<file path="src/common/codec_ctrl_pkg.sv">
// Constants, register map and state types for the codec control register bank.
// Assumes a 40 MHz system clock and an 8-bit register port decoded upstream.
package codec_ctrl_pkg;

	// Register offsets
	localparam logic [2:0] ADDR_RESERVED = 3'h0;
	localparam logic [2:0] ADDR_ADC      = 3'h1;
	localparam logic [2:0] ADDR_DAC      = 3'h2;
	localparam logic [2:0] ADDR_ATT_LEFT = 3'h3;
	localparam logic [2:0] ADDR_ATT_RIGHT = 3'h4;
	localparam logic [2:0] ADDR_PORT     = 3'h5;
	localparam logic [2:0] ADDR_STATUS   = 3'h6;
	localparam logic [2:0] ADDR_MCLK     = 3'h7;

	// Reset values
	localparam logic [7:0] RST_ADC  = 8'h00;
	localparam logic [7:0] RST_DAC  = 8'h00;
	localparam logic [7:0] RST_ATT  = 8'h00;
	localparam logic [7:0] RST_PORT = 8'h00;
	localparam logic [7:0] RST_MCLK = 8'h00;

	// Writable bits of each register; the rest are reserved or read-only
	localparam logic [7:0] WMASK_ADC  = 8'hFC;
	localparam logic [7:0] WMASK_DAC  = 8'h7B;
	localparam logic [7:0] WMASK_PORT = 8'h7F;
	localparam logic [7:0] WMASK_MCLK = 8'h03;

	// ADC setup fields
	localparam int ADC_PDN_BIT  = 7;
	localparam int ADC_HPD_BIT0 = 5; // Left, right is one above
	localparam int ADC_MUTE_BIT0 = 3; // Left, right is one above
	localparam int ADC_CAL_BIT  = 2;
	localparam int ADC_CALIBRATION_RUNNING_BIT = 1;
	localparam int ADC_CLOCKING_FAULT_BIT = 0;

	// DAC setup fields
	localparam int DAC_ZMUTE_BIT = 6;
	localparam int DAC_MUTE_BIT0 = 4; // Left, right is one above
	localparam int DAC_SOFT_BIT  = 3;
	localparam int DAC_RMP_LSB   = 0;

	// Serial port format fields
	localparam int PORT_DEM_LSB = 5;
	localparam int PORT_BIT_CLOCK_POLARITY_BIT = 4;
	localparam int PORT_DOF_LSB = 2;
	localparam int PORT_DIF_LSB = 0;

	// Status fields
	localparam int STAT_ACC_BIT0 = 6; // Left, right is one above
	localparam int STAT_LVL_LSB0 = 0; // Left peak, right at 3

	// Level and timing
	localparam logic [7:0] MUTE_CODE = 8'hE4;
	localparam logic [8:0] ZERO_RUN_LEN = 9'h1FF; // Last count of 512 samples
	localparam logic [8:0] ZC_TIMEOUT = 9'h1FF;   // Last count of 512 samples
	localparam logic [5:0] RAMP_PER_00 = 6'h08;
	localparam logic [5:0] RAMP_PER_01 = 6'h04;
	localparam logic [5:0] RAMP_PER_10 = 6'h10;
	localparam logic [5:0] RAMP_PER_11 = 6'h20;
	localparam int SAMPLE_W = 24;

	localparam longint CLK_HZ = 40000000;
	localparam longint CAL_TIME_MS = 50;
	localparam longint CAL_CYCLES = (CLK_HZ * CAL_TIME_MS) / 1000;
	localparam int CAL_CNT_W = 21;

	// Calibration sequencer states
	typedef enum logic [1:0] {
		CAL_IDLE = 2'b00,
		CAL_RUN  = 2'b01
	} cal_state_t;

endpackage

</file>
<file path="src/rtl/codec_ctrl_regs.sv">
// Control register bank of a stereo audio codec with volume ramping and muting.
// Assumes a control port front end on clk that decodes I2C or SPI into register
// strobes, and a serial audio port that presents whole samples on clk.
//
// Function
// Registers read and write in I2C mode; SPI mode allows writes only.
// ADC power-down bit drives the converter low-power output.
// Per-channel high-pass defeat bits bypass only that channel's filter.
// ADC mute bit forces that channel's converted data to zero.
// 50 ms offset calibration after reset; with CAL set, reset pin rise restarts it.
// Calibration status reads 1 while calibrating, 0 when done.
// Clocking-error bit reads the present fault, resets to 0.
// Zero-run mute after 512 static samples per channel; any other sample releases.
// Manual and zero-run mutes follow the selected ramp or zero-cross method.
// Soft mode steps 0.5 dB toward target, default every 8 frames.
// Zero-cross mode jumps at next crossing, forced after 512 samples.
// Acceptance bits report per channel when the level change applied.
// Ramp rate codes 00..11 give one step per 8, 4, 16, 32 frames.
// Per-channel 8-bit attenuation, 0.5 dB per count, up to 113.5 dB.
// Attenuation codes from 228 upward fully mute the output.
// De-emphasis field selects 44.1, 48, 32 kHz or off.
// Bit clock polarity picks rising or falling data edge.
// Output format field selects I2S, left, right 24-bit, right 20-bit.
// Right-justified slave mode needs a 64 Fs bit clock from outside.
// Input format field selects I2S, left, right 24-bit, right 20-bit.
// Acceptance bit rises on attenuation load, falls when level reached.
// Peak level fields hold maximum since last status read, cleared by it.
// Master clock field selects 256, 384 or 512 Fs in master mode.
// Reserved bits and offset zero ignore writes and read zero; fields reset to zero.
// Writes to read-only status bits have no effect.
`timescale 1ns/1ps

module codec_ctrl_regs
	import codec_ctrl_pkg::*;
#(
	parameter longint CalCycles = CAL_CYCLES
) (
	input  wire logic                clk,
	input  wire logic                rstn,
	input  wire logic                spiMode,
	input  wire logic [2:0]          regAddr,
	input  wire logic                regWrEn,
	input  wire logic [7:0]          regWrData,
	input  wire logic                regRdEn,
	output logic      [7:0]          regRdData,
	input  wire logic                frameLrClock,
	input  wire logic                resetPinN,
	input  wire logic                clockFaultIn,
	input  wire logic [SAMPLE_W-1:0] dacSampleLeft,
	input  wire logic [SAMPLE_W-1:0] dacSampleRight,
	input  wire logic [SAMPLE_W-1:0] adcSampleInLeft,
	input  wire logic [SAMPLE_W-1:0] adcSampleInRight,
	input  wire logic [2:0]          adcPeakInLeft,
	input  wire logic [2:0]          adcPeakInRight,
	output logic      [SAMPLE_W-1:0] adcSampleOutLeft,
	output logic      [SAMPLE_W-1:0] adcSampleOutRight,
	output logic                     adcPowerDown,
	output logic                     leftHighpassDefeat,
	output logic                     rightHighpassDefeat,
	output logic      [1:0]          deemphasisSelect,
	output logic                     bitClockPolarity,
	output logic      [1:0]          outputFormat,
	output logic      [1:0]          inputFormat,
	output logic      [1:0]          masterClockRatio,
	output logic                     calibrationRunning,
	output logic      [7:0]          leftAppliedAtten,
	output logic      [7:0]          rightAppliedAtten,
	output logic                     leftDacMuted,
	output logic                     rightDacMuted
);

	localparam logic [CAL_CNT_W-1:0] CAL_LAST = CAL_CNT_W'(CalCycles - 1);

	logic                 rstSync1_q;
	logic                 rstSync2_q;
	logic                 rstnInt;
	logic                 lrSync1_q;
	logic                 lrSync2_q;
	logic                 lrPrev_q;
	logic                 rpSync1_q;
	logic                 rpSync2_q;
	logic                 rpPrev_q;
	logic                 cfSync1_q;
	logic                 cfSync2_q;
	logic                 frameTick;
	logic                 resetPinRise;
	logic [7:0]           adcCtl_q;
	logic [7:0]           dacCtl_q;
	logic [7:0]           attReg_q [2];
	logic [7:0]           portCtl_q;
	logic [7:0]           mclkCtl_q;
	logic [1:0]           accepted_q;
	logic [2:0]           peak_q [2];
	logic [7:0]           applied_q [2];
	logic [SAMPLE_W-1:0]  adcOut_q [2];
	logic [SAMPLE_W-1:0]  dacIn [2];
	logic [SAMPLE_W-1:0]  adcIn [2];
	logic [2:0]           peakIn [2];
	logic                 wrAccept;
	logic                 statusRead;
	logic [7:0]           statusVal;
	logic [7:0]           rdMux;
	logic [5:0]           rampPeriod;
	logic [5:0]           rampCnt_q;
	logic                 stepTick;
	logic                 softZeroCross;
	cal_state_t           calState_q;
	logic [CAL_CNT_W-1:0] calCnt_q;
	logic                 bootCal_q;

	// Reset release through two flip-flops
	always_ff @(posedge clk or negedge rstn) begin
		if (!rstn) begin
			rstSync1_q <= 1'b0;
			rstSync2_q <= 1'b0;
		end else begin
			rstSync1_q <= 1'b1;
			rstSync2_q <= rstSync1_q;
		end
	end
	assign rstnInt = rstSync2_q;

	// Synchronisers for frame clock, reset pin and clock fault level
	always_ff @(posedge clk or negedge rstnInt) begin
		if (!rstnInt) begin
			lrSync1_q <= 1'b0;
			lrSync2_q <= 1'b0;
			lrPrev_q  <= 1'b0;
			rpSync1_q <= 1'b1; // Idle level of the reset pin, no false rise
			rpSync2_q <= 1'b1;
			rpPrev_q  <= 1'b1;
			cfSync1_q <= 1'b0;
			cfSync2_q <= 1'b0;
		end else begin
			lrSync1_q <= frameLrClock;
			lrSync2_q <= lrSync1_q;
			lrPrev_q  <= lrSync2_q;
			rpSync1_q <= resetPinN;
			rpSync2_q <= rpSync1_q;
			rpPrev_q  <= rpSync2_q;
			cfSync1_q <= clockFaultIn;
			cfSync2_q <= cfSync1_q;
		end
	end
	assign frameTick    = lrSync2_q & ~lrPrev_q;
	assign resetPinRise = rpSync2_q & ~rpPrev_q;

	// Bus strobes; reads exist only on the I2C port
	assign wrAccept   = regWrEn;
	assign statusRead = regRdEn & ~spiMode & (regAddr == ADDR_STATUS);

	// Control registers, reserved and read-only bits masked off
	always_ff @(posedge clk or negedge rstnInt) begin
		if (!rstnInt) begin
			adcCtl_q    <= RST_ADC;
			dacCtl_q    <= RST_DAC;
			attReg_q[0] <= RST_ATT;
			attReg_q[1] <= RST_ATT;
			portCtl_q   <= RST_PORT;
			mclkCtl_q   <= RST_MCLK;
		end else if (wrAccept) begin
			case (regAddr)
				ADDR_ADC:       adcCtl_q    <= regWrData & WMASK_ADC;
				ADDR_DAC:       dacCtl_q    <= regWrData & WMASK_DAC;
				ADDR_ATT_LEFT:  attReg_q[0] <= regWrData;
				ADDR_ATT_RIGHT: attReg_q[1] <= regWrData;
				ADDR_PORT:      portCtl_q   <= regWrData & WMASK_PORT;
				ADDR_MCLK:      mclkCtl_q   <= regWrData & WMASK_MCLK;
				default: ; // Offset zero and status ignore writes
			endcase
		end
	end

	// Status register image
	assign statusVal = {accepted_q[1], accepted_q[0], peak_q[1], peak_q[0]};

	// Read multiplexer
	always_comb begin
		case (regAddr)
			ADDR_ADC:       rdMux = {adcCtl_q[7:2], calibrationRunning, cfSync2_q};
			ADDR_DAC:       rdMux = dacCtl_q;
			ADDR_ATT_LEFT:  rdMux = attReg_q[0];
			ADDR_ATT_RIGHT: rdMux = attReg_q[1];
			ADDR_PORT:      rdMux = portCtl_q;
			ADDR_STATUS:    rdMux = statusVal;
			ADDR_MCLK:      rdMux = mclkCtl_q;
			default:        rdMux = 8'h00;
		endcase
	end

	// Read data register; SPI mode gives no readback
	always_ff @(posedge clk or negedge rstnInt) begin
		if (!rstnInt) begin
			regRdData <= 8'h00;
		end else if (regRdEn) begin
			regRdData <= spiMode ? 8'h00 : rdMux;
		end
	end

	// Plain control outputs straight from the registers
	assign adcPowerDown        = adcCtl_q[ADC_PDN_BIT];
	assign leftHighpassDefeat  = adcCtl_q[ADC_HPD_BIT0];
	assign rightHighpassDefeat = adcCtl_q[ADC_HPD_BIT0 + 1];
	assign deemphasisSelect    = portCtl_q[PORT_DEM_LSB +: 2];
	assign bitClockPolarity    = portCtl_q[PORT_BIT_CLOCK_POLARITY_BIT];
	assign outputFormat        = portCtl_q[PORT_DOF_LSB +: 2];
	assign inputFormat         = portCtl_q[PORT_DIF_LSB +: 2];
	assign masterClockRatio    = mclkCtl_q[1:0];

	// Calibration sequencer: once after reset, again on reset pin rise when enabled
	always_ff @(posedge clk or negedge rstnInt) begin
		if (!rstnInt) begin
			calState_q <= CAL_IDLE;
			calCnt_q   <= '0;
			bootCal_q  <= 1'b1;
		end else begin
			case (calState_q)
				CAL_IDLE: begin
					if (bootCal_q || (adcCtl_q[ADC_CAL_BIT] && resetPinRise)) begin
						calState_q <= CAL_RUN;
						calCnt_q   <= '0;
						bootCal_q  <= 1'b0;
					end
				end
				CAL_RUN: begin
					if (calCnt_q == CAL_LAST) begin
						calState_q <= CAL_IDLE;
					end else begin
						calCnt_q <= calCnt_q + 1'b1;
					end
				end
				default: calState_q <= CAL_IDLE;
			endcase
		end
	end
	assign calibrationRunning = (calState_q == CAL_RUN);

	// Ramp step period from the rate field
	always_comb begin
		case (dacCtl_q[DAC_RMP_LSB +: 2])
			2'b00:   rampPeriod = RAMP_PER_00;
			2'b01:   rampPeriod = RAMP_PER_01;
			2'b10:   rampPeriod = RAMP_PER_10;
			default: rampPeriod = RAMP_PER_11;
		endcase
	end

	// Frame counter giving one step tick per ramp period
	always_ff @(posedge clk or negedge rstnInt) begin
		if (!rstnInt) begin
			rampCnt_q <= '0;
		end else if (frameTick) begin
			rampCnt_q <= (rampCnt_q >= rampPeriod - 6'h01) ? 6'h00 : rampCnt_q + 6'h01;
		end
	end
	assign stepTick      = frameTick && (rampCnt_q >= rampPeriod - 6'h01);
	assign softZeroCross = dacCtl_q[DAC_SOFT_BIT];

	assign dacIn[0]  = dacSampleLeft;
	assign dacIn[1]  = dacSampleRight;
	assign adcIn[0]  = adcSampleInLeft;
	assign adcIn[1]  = adcSampleInRight;
	assign peakIn[0] = adcPeakInLeft;
	assign peakIn[1] = adcPeakInRight;

	// Per-channel level control, zero-run mute, ADC mute and peak capture
	for (genvar c = 0; c < 2; c++) begin : gChan
		logic [8:0]          zeroRun_q;
		logic                zeroMute_q;
		logic [8:0]          zcWait_q;
		logic                prevSign_q;
		logic [7:0]          target;
		logic                pending;
		logic                isStatic;
		logic                crossing;
		logic [SAMPLE_W-1:0] sample;
		logic [2:0]          attAddr;

		assign sample   = dacIn[c];
		assign attAddr  = (c == 0) ? ADDR_ATT_LEFT : ADDR_ATT_RIGHT;
		assign isStatic = (sample == {SAMPLE_W{1'b0}}) || (sample == {SAMPLE_W{1'b1}});
		assign crossing = (sample[SAMPLE_W-1] != prevSign_q) || (sample == {SAMPLE_W{1'b0}});

		// Target level: any mute source or a code past the range drives full mute
		always_comb begin
			if (dacCtl_q[DAC_MUTE_BIT0 + c] || zeroMute_q) begin
				target = MUTE_CODE;
			end else if (attReg_q[c] >= MUTE_CODE) begin
				target = MUTE_CODE;
			end else begin
				target = attReg_q[c];
			end
		end
		assign pending = (applied_q[c] != target);

		// Zero-run detector counts static samples per frame
		always_ff @(posedge clk or negedge rstnInt) begin
			if (!rstnInt) begin
				zeroRun_q  <= '0;
				zeroMute_q <= 1'b0;
				prevSign_q <= 1'b0;
			end else if (frameTick) begin
				prevSign_q <= sample[SAMPLE_W-1];
				if (!dacCtl_q[DAC_ZMUTE_BIT] || !isStatic) begin
					zeroRun_q  <= '0;
					zeroMute_q <= 1'b0;
				end else if (zeroRun_q == ZERO_RUN_LEN) begin
					zeroMute_q <= 1'b1;
				end else begin
					zeroRun_q <= zeroRun_q + 9'h001;
				end
			end
		end

		// Applied level: soft ramp one count per tick, or jump at crossing or timeout
		always_ff @(posedge clk or negedge rstnInt) begin
			if (!rstnInt) begin
				applied_q[c] <= RST_ATT;
				zcWait_q     <= '0;
			end else if (!pending) begin
				zcWait_q <= '0;
			end else if (!softZeroCross) begin
				zcWait_q <= '0;
				if (stepTick) begin
					applied_q[c] <= (applied_q[c] < target) ? applied_q[c] + 8'h01
					                                        : applied_q[c] - 8'h01;
				end
			end else if (frameTick) begin
				if (crossing || zcWait_q == ZC_TIMEOUT) begin
					applied_q[c] <= target;
					zcWait_q     <= '0;
				end else begin
					zcWait_q <= zcWait_q + 9'h001;
				end
			end
		end

		// Acceptance flag: load sets it, reaching the target clears it, load wins
		always_ff @(posedge clk or negedge rstnInt) begin
			if (!rstnInt) begin
				accepted_q[c] <= 1'b0;
			end else if (wrAccept && regAddr == attAddr) begin
				accepted_q[c] <= 1'b1;
			end else if (!pending) begin
				accepted_q[c] <= 1'b0;
			end
		end

		// Sticky peak level, cleared by a status read; a new peak wins
		always_ff @(posedge clk or negedge rstnInt) begin
			if (!rstnInt) begin
				peak_q[c] <= 3'h0;
			end else if (statusRead) begin
				peak_q[c] <= peakIn[c];
			end else if (peakIn[c] > peak_q[c]) begin
				peak_q[c] <= peakIn[c];
			end
		end

		// ADC output data with per-channel mute
		always_ff @(posedge clk or negedge rstnInt) begin
			if (!rstnInt) begin
				adcOut_q[c] <= '0;
			end else begin
				adcOut_q[c] <= adcCtl_q[ADC_MUTE_BIT0 + c] ? '0 : adcIn[c];
			end
		end
	end

	assign adcSampleOutLeft  = adcOut_q[0];
	assign adcSampleOutRight = adcOut_q[1];
	assign leftAppliedAtten  = applied_q[0];
	assign rightAppliedAtten = applied_q[1];
	assign leftDacMuted      = (applied_q[0] >= MUTE_CODE);
	assign rightDacMuted     = (applied_q[1] >= MUTE_CODE);

endmodule
</file>
<file path="config.mk">
export PLATFORM = sky130hd
export DESIGN_NAME = codec_ctrl_regs
export DESIGN_NICKNAME = d
export VERILOG_FILES = /design/src/common/codec_ctrl_pkg.sv /design/src/rtl/codec_ctrl_regs.sv
export SDC_FILE = /design/constraint.sdc
export NUM_CORES = 1
export LEC_CHECK = 0
export ABC_AREA = 1
export BUFFER_PORTS_ARGS = -buffer_cell sky130_fd_sc_hd__buf_4
export CORE_MARGIN = 3
export CORE_UTILIZATION = 51
export DETAILED_ROUTE_END_ITERATION = 8
export GPL_ROUTABILITY_DRIVEN = 0
export GPL_TIMING_DRIVEN = 0
export PLACE_DENSITY_LB_ADDON = 0.05
export RECOVER_POWER = 100
export REMOVE_ABC_BUFFERS = 1
export SKIP_CTS_REPAIR_TIMING = 1
export SKIP_LAST_GASP = 1
export SLEW_MARGIN = 5
export SYNTH_ARGS = -nofsm -noshare
export SYNTH_HDL_FRONTEND = slang
export SYNTH_SLANG_ARGS = --single-unit
export TNS_END_PERCENT = 50
</file>
<file path="constraint.sdc">
create_clock -name clk -period 6.6 [get_ports clk]
set_clock_uncertainty 0.05 [all_clocks]
set_input_delay 0 -clock clk [delete_from_list [all_inputs] [get_ports clk]]
set_output_delay 0 -clock clk [all_outputs]
set_load 0.005 [all_outputs]
</file>
==> After elaboration in Yosys (flattened, before gate mapping) <==
Cells that the tools add are included.
{ "word_totals": {"ff_bits": 197, "inputBits": 121} }
{ "op_classes": {"add_sub_neg": 11, "magnitude_cmp": 9, "n_eq_ne": 33, "muxes": 50, "bitwise_logic": 7, "n_reduce_logical": 43} }
{ "ops": {"columns": ["op", "n"], "rows": [
  ["2-to-1 mux 8 bit", 15],
  ["2-to-1 mux 9 bit", 12],
  ["one-hot mux 8 bit (7 select lines)", 1],
  ["== test 24 bit, second input constant", 2],
  ["zero test 24 bit", 2],
  ["2-to-1 mux 24 bit", 2],
  ["2-to-1 mux 21 bit", 2],
  ["one-hot mux 21 bit (2 select lines)", 1],
  ["adder 9 x 1 -> 9 bit, second input constant", 4],
  ["== test 9 bit, second input constant", 4],
  [">= comparator 8 bit, second input constant", 4],
  ["AND reduction 2 bit", 12],
  ["adder 21 x 1 -> 21 bit, second input constant", 1],
  ["== test 21 bit, second input constant", 1],
  ["one-hot mux 6 bit (3 select lines)", 1],
  ["adder 8 x 1 -> 8 bit, second input constant", 2],
  ["< comparator 8 bit", 2],
  ["inequality test 8 bit", 2],
  ["subtractor 8 x 1 -> 8 bit, second input constant", 2],
  ["== test 3 bit, second input constant", 4],
  ["2-to-1 mux 3 bit", 4],
  ["nonzero test 2 bit", 6],
  ["logical OR 1 bit", 11],
  ["inequality test 2 x 1 -> 1 bit, second input constant", 5],
  ["22 further kinds", 51]
]} }

==> Longest topological paths before layout <==
{ "depth": {"depth_word": 7, "mapped_depth": 21, "mapped_depth_nobuf": 21} }

==> Worst setup path before layout <==
Ideal clock, no wire load.
{ "synth_timing": {"path_type": "reg-to-reg", "from": "register attReg_q[4] (netlist name)", "to": "register applied_q (netlist bit rightAppliedAtten[5])", "setup_ps": 117, "arrival_ps": 2690, "required_ps": 6433, "path_slack_ps": 3743, "stages_incl_launch_ff": 22, "path_buffers": 0, "cell_sequence": "dfrtp_1 > nor3_1 > o21ai_0 > nor2_1 > inv_1 > ha_1 > nand2_1 > inv_1 > nand2_1 > nand2_1 > nand2_1 > nand2_1 > ha_1 > nand3_1 > nand3_1 > nand2_1 > nand2_1 > a21oi_1 > o21ai_0 > o21ai_0 > nand2_1 > nand2_1"} }
{ "synth_via": {"elab_chain_len": 7, "elab_cells_between_ends": 11, "cone_classes": "order compare (2); eq/ne (1); mux (7); reduce/logical (1)"} }
{ "synth_rtl": {"columns": ["item", "line", "text"], "rows": [
  ["start: declaration", "codec_ctrl_regs.sv:89", "logic [7:0] attReg_q [2];"],
  [">= comparator 8 bit", "codec_ctrl_regs.sv:288", "end else if (attReg_q[c] >= MUTE_CODE) begin"],
  ["2-to-1 mux 8 bit (*)", "codec_ctrl_regs.sv:288", null],
  ["2-to-1 mux 8 bit (*)", "codec_ctrl_regs.sv:286", "if (dacCtl_q[DAC_MUTE_BIT0 + c] || zeroMute_q) begin"],
  ["< comparator 8 bit", "codec_ctrl_regs.sv:325", "applied_q[c] <= (applied_q[c] < target) ? applied_q[c] + 8'h01"],
  ["2-to-1 mux 8 bit", "codec_ctrl_regs.sv:325", null],
  ["2-to-1 mux 8 bit", "codec_ctrl_regs.sv:324", "if (stepTick) begin"],
  ["2-to-1 mux 8 bit", "codec_ctrl_regs.sv:322", "end else if (!softZeroCross) begin"],
  ["end signal: indexed assignment", "codec_ctrl_regs.sv:325", null],
  ["end signal: indexed assignment", "codec_ctrl_regs.sv:330", "applied_q[c] <= target;"],
  ["end: declaration", "codec_ctrl_regs.sv:94", "logic [7:0] applied_q [2];"]
]} }
Mark *: on every way between the ends. The rest lies on a longest branch, timed or not. The select of a mux whose other input is x is not followed.
A chain may end at the register's enable or synchronous reset.

==> summary.md <==
| Metric | Value |
|---|---|
| Largest cells by area after synthesis | dfrtp_1 (47%), nand2_1 (11%), inv_1 (6.9%) |
| CP max FO | slightly below 60 |
| Min Tclk post-route | 3.75 ns |
| Worst-path clk slew | 0.07 ns |
| Worst vdd ir | around 190 uV |
| Area share of the largest cell type after synthesis | 46.7% |
| DP Wirelength | roughly 19000 um |
| Via/cell ratio | slightly above 5 |
| Initial antenna violation count | 0 |
| Max clock buf depth | 2 |
| GRT Overall Usage | 23.6% |
| Worst R2R Start | rstSync2_q$_DFF_PN0_ |
| P per Cell Area | slightly above 300 nW/um^2 |
| LEAKAGE | roughly 6.8 nW |
| Synthesized area | slightly above 10000 um^2 |
| # H-tree levels | 4 |
| Register area share after synthesis | 47.7% |
| Chain of cells forming the critical path | clkbuf_1 |
| Total chip power | just over 4 mW |
| WL/cell | roughly 14 um |
| Post-synth top flop | dfrtp_1 |
| Yosys Warn Count | 0 |
| Boundary pin count | between 200 and 250 |
| Yosys top cell by area | dfrtp_1 |
| Post-synth EDFFs | 0 |
| CTS tree | built |
| Stages on worst setup path | 1 |
| Inst Count DP | between 1500 and 2000 |
| Worst slew pin tran | about 2.5 ns |
| TritonCTS Sinks | approximately 200 |
| Initial core utilization | about 52% |
| Final Hold Vio Count | 0 |
| First-pass GRT wire length | between 40000 and 50000 um |
| Average cell area after synthesis | around 8 um^2 |
| Post-route insts no fill | ~1900 |
| Share of cells above drive strength 1 | between 10% and 20% |
| Worst Hold Class | in -> reg |
| Row cnt | 51 |
| Most common cell in the netlist | nand2_1 |
| Worst rel slew slack | -67.6% |
| Setup crit end | gChan[1].zeroRun_q[7]$_DFFE_PN0P_ |
| Total number of vias | 9434 |
| Class of the most critical setup path | reg -> async |
| Final setup viols | 0 |
| Yosys reg bits | roughly 200 |
| Max Freq | 267 MHz |
| CP bufs+invs | 1 |
| Pins Over Slew Limit | 94 |
| CTS buffer count | 17 |
| Clk_lat worst skew | around 0.44 ns |
| Number of global-route vias before repair | between 8000 and 9000 |
| Synth async-reset ratio | 100% |
| Drt first pass iters | 5 |
| Final ANT Viol Nets | 0 |
| Slowest-stage cell, CP | dfrtp_1 |
| Die H | 148 um |
| Worst path top cell family by delay | flip-flops |
| CTS root buffer | clkbuf_16 |
| Hold_ws | ~0.030 ns |
| 1st-iter DRT viols | between 400 and 500 |
| Critical Path Start Type | flop |
| CP arrival | a little under 4 ns |
| Core area | a little under 20000 um^2 |
| Drt drc | 0 |
| Cells on worst reg2reg path | 1 |
| Grt total ovfl | 0 |
| Most frequent cells after synthesis | nand2_1 (297), dfrtp_1 (192), inv_1 (190) |
| Final #Nets | 1757 |
| RSZ-0062 raised after global routing | false |
| Largest net degree at the start of global routing | 60 |
| Fill count | 1698 |
| Pre-CTS setup slack | between 3 and 4 ns |
| Ant diodes | 0 |
| CP required | 6.75 ns |
| # port buffers | 207 |
| Final Core Density | about two thirds |
| FF-to-FF setup slack | approximately 2.9 ns |
| Die footprint | 21900 um^2 |
| Worst Setup SP | rstSync2_q$_DFF_PN0_ |
| Period utilisation layout | about 57% |
| Min setup slack post-route | 2.85 ns |
| Critical Path End Type | async pin |
| Worst reg2reg path endpoint | gChan[1].zeroRun_q[7]$_DFFE_PN0P_ |
| Outcome | complete, but fails checks |
| Synthesis-to-finish area growth | 29.2% |
| Violated checks | max-capacitance violations, max-slew violations |
| Synth cell types | a little over 40 |
| Cells after synthesis | between 1000 and 1500 |
| Max incr delay on CP | 2.05 ns |
| Die width | 148 um |
| Max Cap Violations | 2 |
| Routed wire length | 26300 um |
-- through the flow --
stage | setup TNS, ns | instance area, um^2
floorplan | 0 | 10200
detailed placement | 0 | 12200
CTS | 0 | 12700
global route | 0 | 13300
global placement | -307.89 | 12100
finish | 0 | 13300
-- how the worst min path moves through the flow --
stage	start	endpoint	slack [ns]	depth (start not counted)
global placement	rstn	rstSync2_q$_DFF_PN0_	-0.27	1
global route	regAddr[1]	mclkCtl_q[1]$_DFFE_PN0P_	0.09	5
floorplan	rstn	rstSync1_q$_DFF_PN0_	-0.35	0
finish	regAddr[0]	mclkCtl_q[1]$_DFFE_PN0P_	0.03	5
CTS	rstn	rstSync2_q$_DFF_PN0_	-0.73	1
detailed placement	rstn	rstSync1_q$_DFF_PN0_	-0.26	1
-- placed cells by master, fill, tap and decap left out, drive strengths merged, types with 21 or more instances in the layout --
cell	count
nand2	301
inv	202
dfrtp	192
nor2	185
buf	115
clkbuf	112
o21ai	110
nand3	83
dlygate4sd3	71
ha	49
a21oi	35
xor2	29
nand4	23
nor3	21
-- sequential cells by signal, summed over array words and instances, names as in the netlist, 7 cells and up --
name	count
gChan.zeroRun_q	18
leftAppliedAtten	8
portCtl_q	7
regRdData	8
adcSampleOutLeft	24
gChan.zcWait_q	18
attReg_q	16
calCnt_q	21
adcSampleOutRight	24
rightAppliedAtten	8
-- metal layers --
layer / up-vias / global-route usage [%] / wire length [um]
li1: 4743 / - / -
met1: 4382 / 33.3 / 11800
met2: 279 / 37.3 / 12400
met3: 30 / 4.88 / 1670
met4: 0 / 6.56 / 406
met5: - / 0 / 0
-- layout make-up --
cell class / count / area, um^2 / area share, %
Clock buffer: 17 / 425 / 3.20
Clock inverter: 15 / 135 / 1.02
Inverter: 196 / 736 / 5.53
Multi-Input combinational cell: 893 / 4530 / 34.1
Sequential cell: 196 / 4910 / 36.9
Tap cell: 265 / 332 / 2.49
Timing Repair Buffer: 281 / 2230 / 16.8
-- kinds of logic after synthesis --
| group | synth area share, % |
|---|---|
| flops | 47.7 |
| other cells | 0.0364 |
| fa+ha+maj | 6.35 |
| buf+inv | 7.91 |
| simple gates | 25.3 |
| compound gates | 9.68 |
| xor+xnor | 2.98 |
-- power by group --
part           internal, mW  total [mW]  switching (mW)
Sequential             1.38        1.58           0.200
Combinational         0.642        1.45           0.813
Clock                 0.500        1.00           0.502
(Power assumes the default switching activity.)
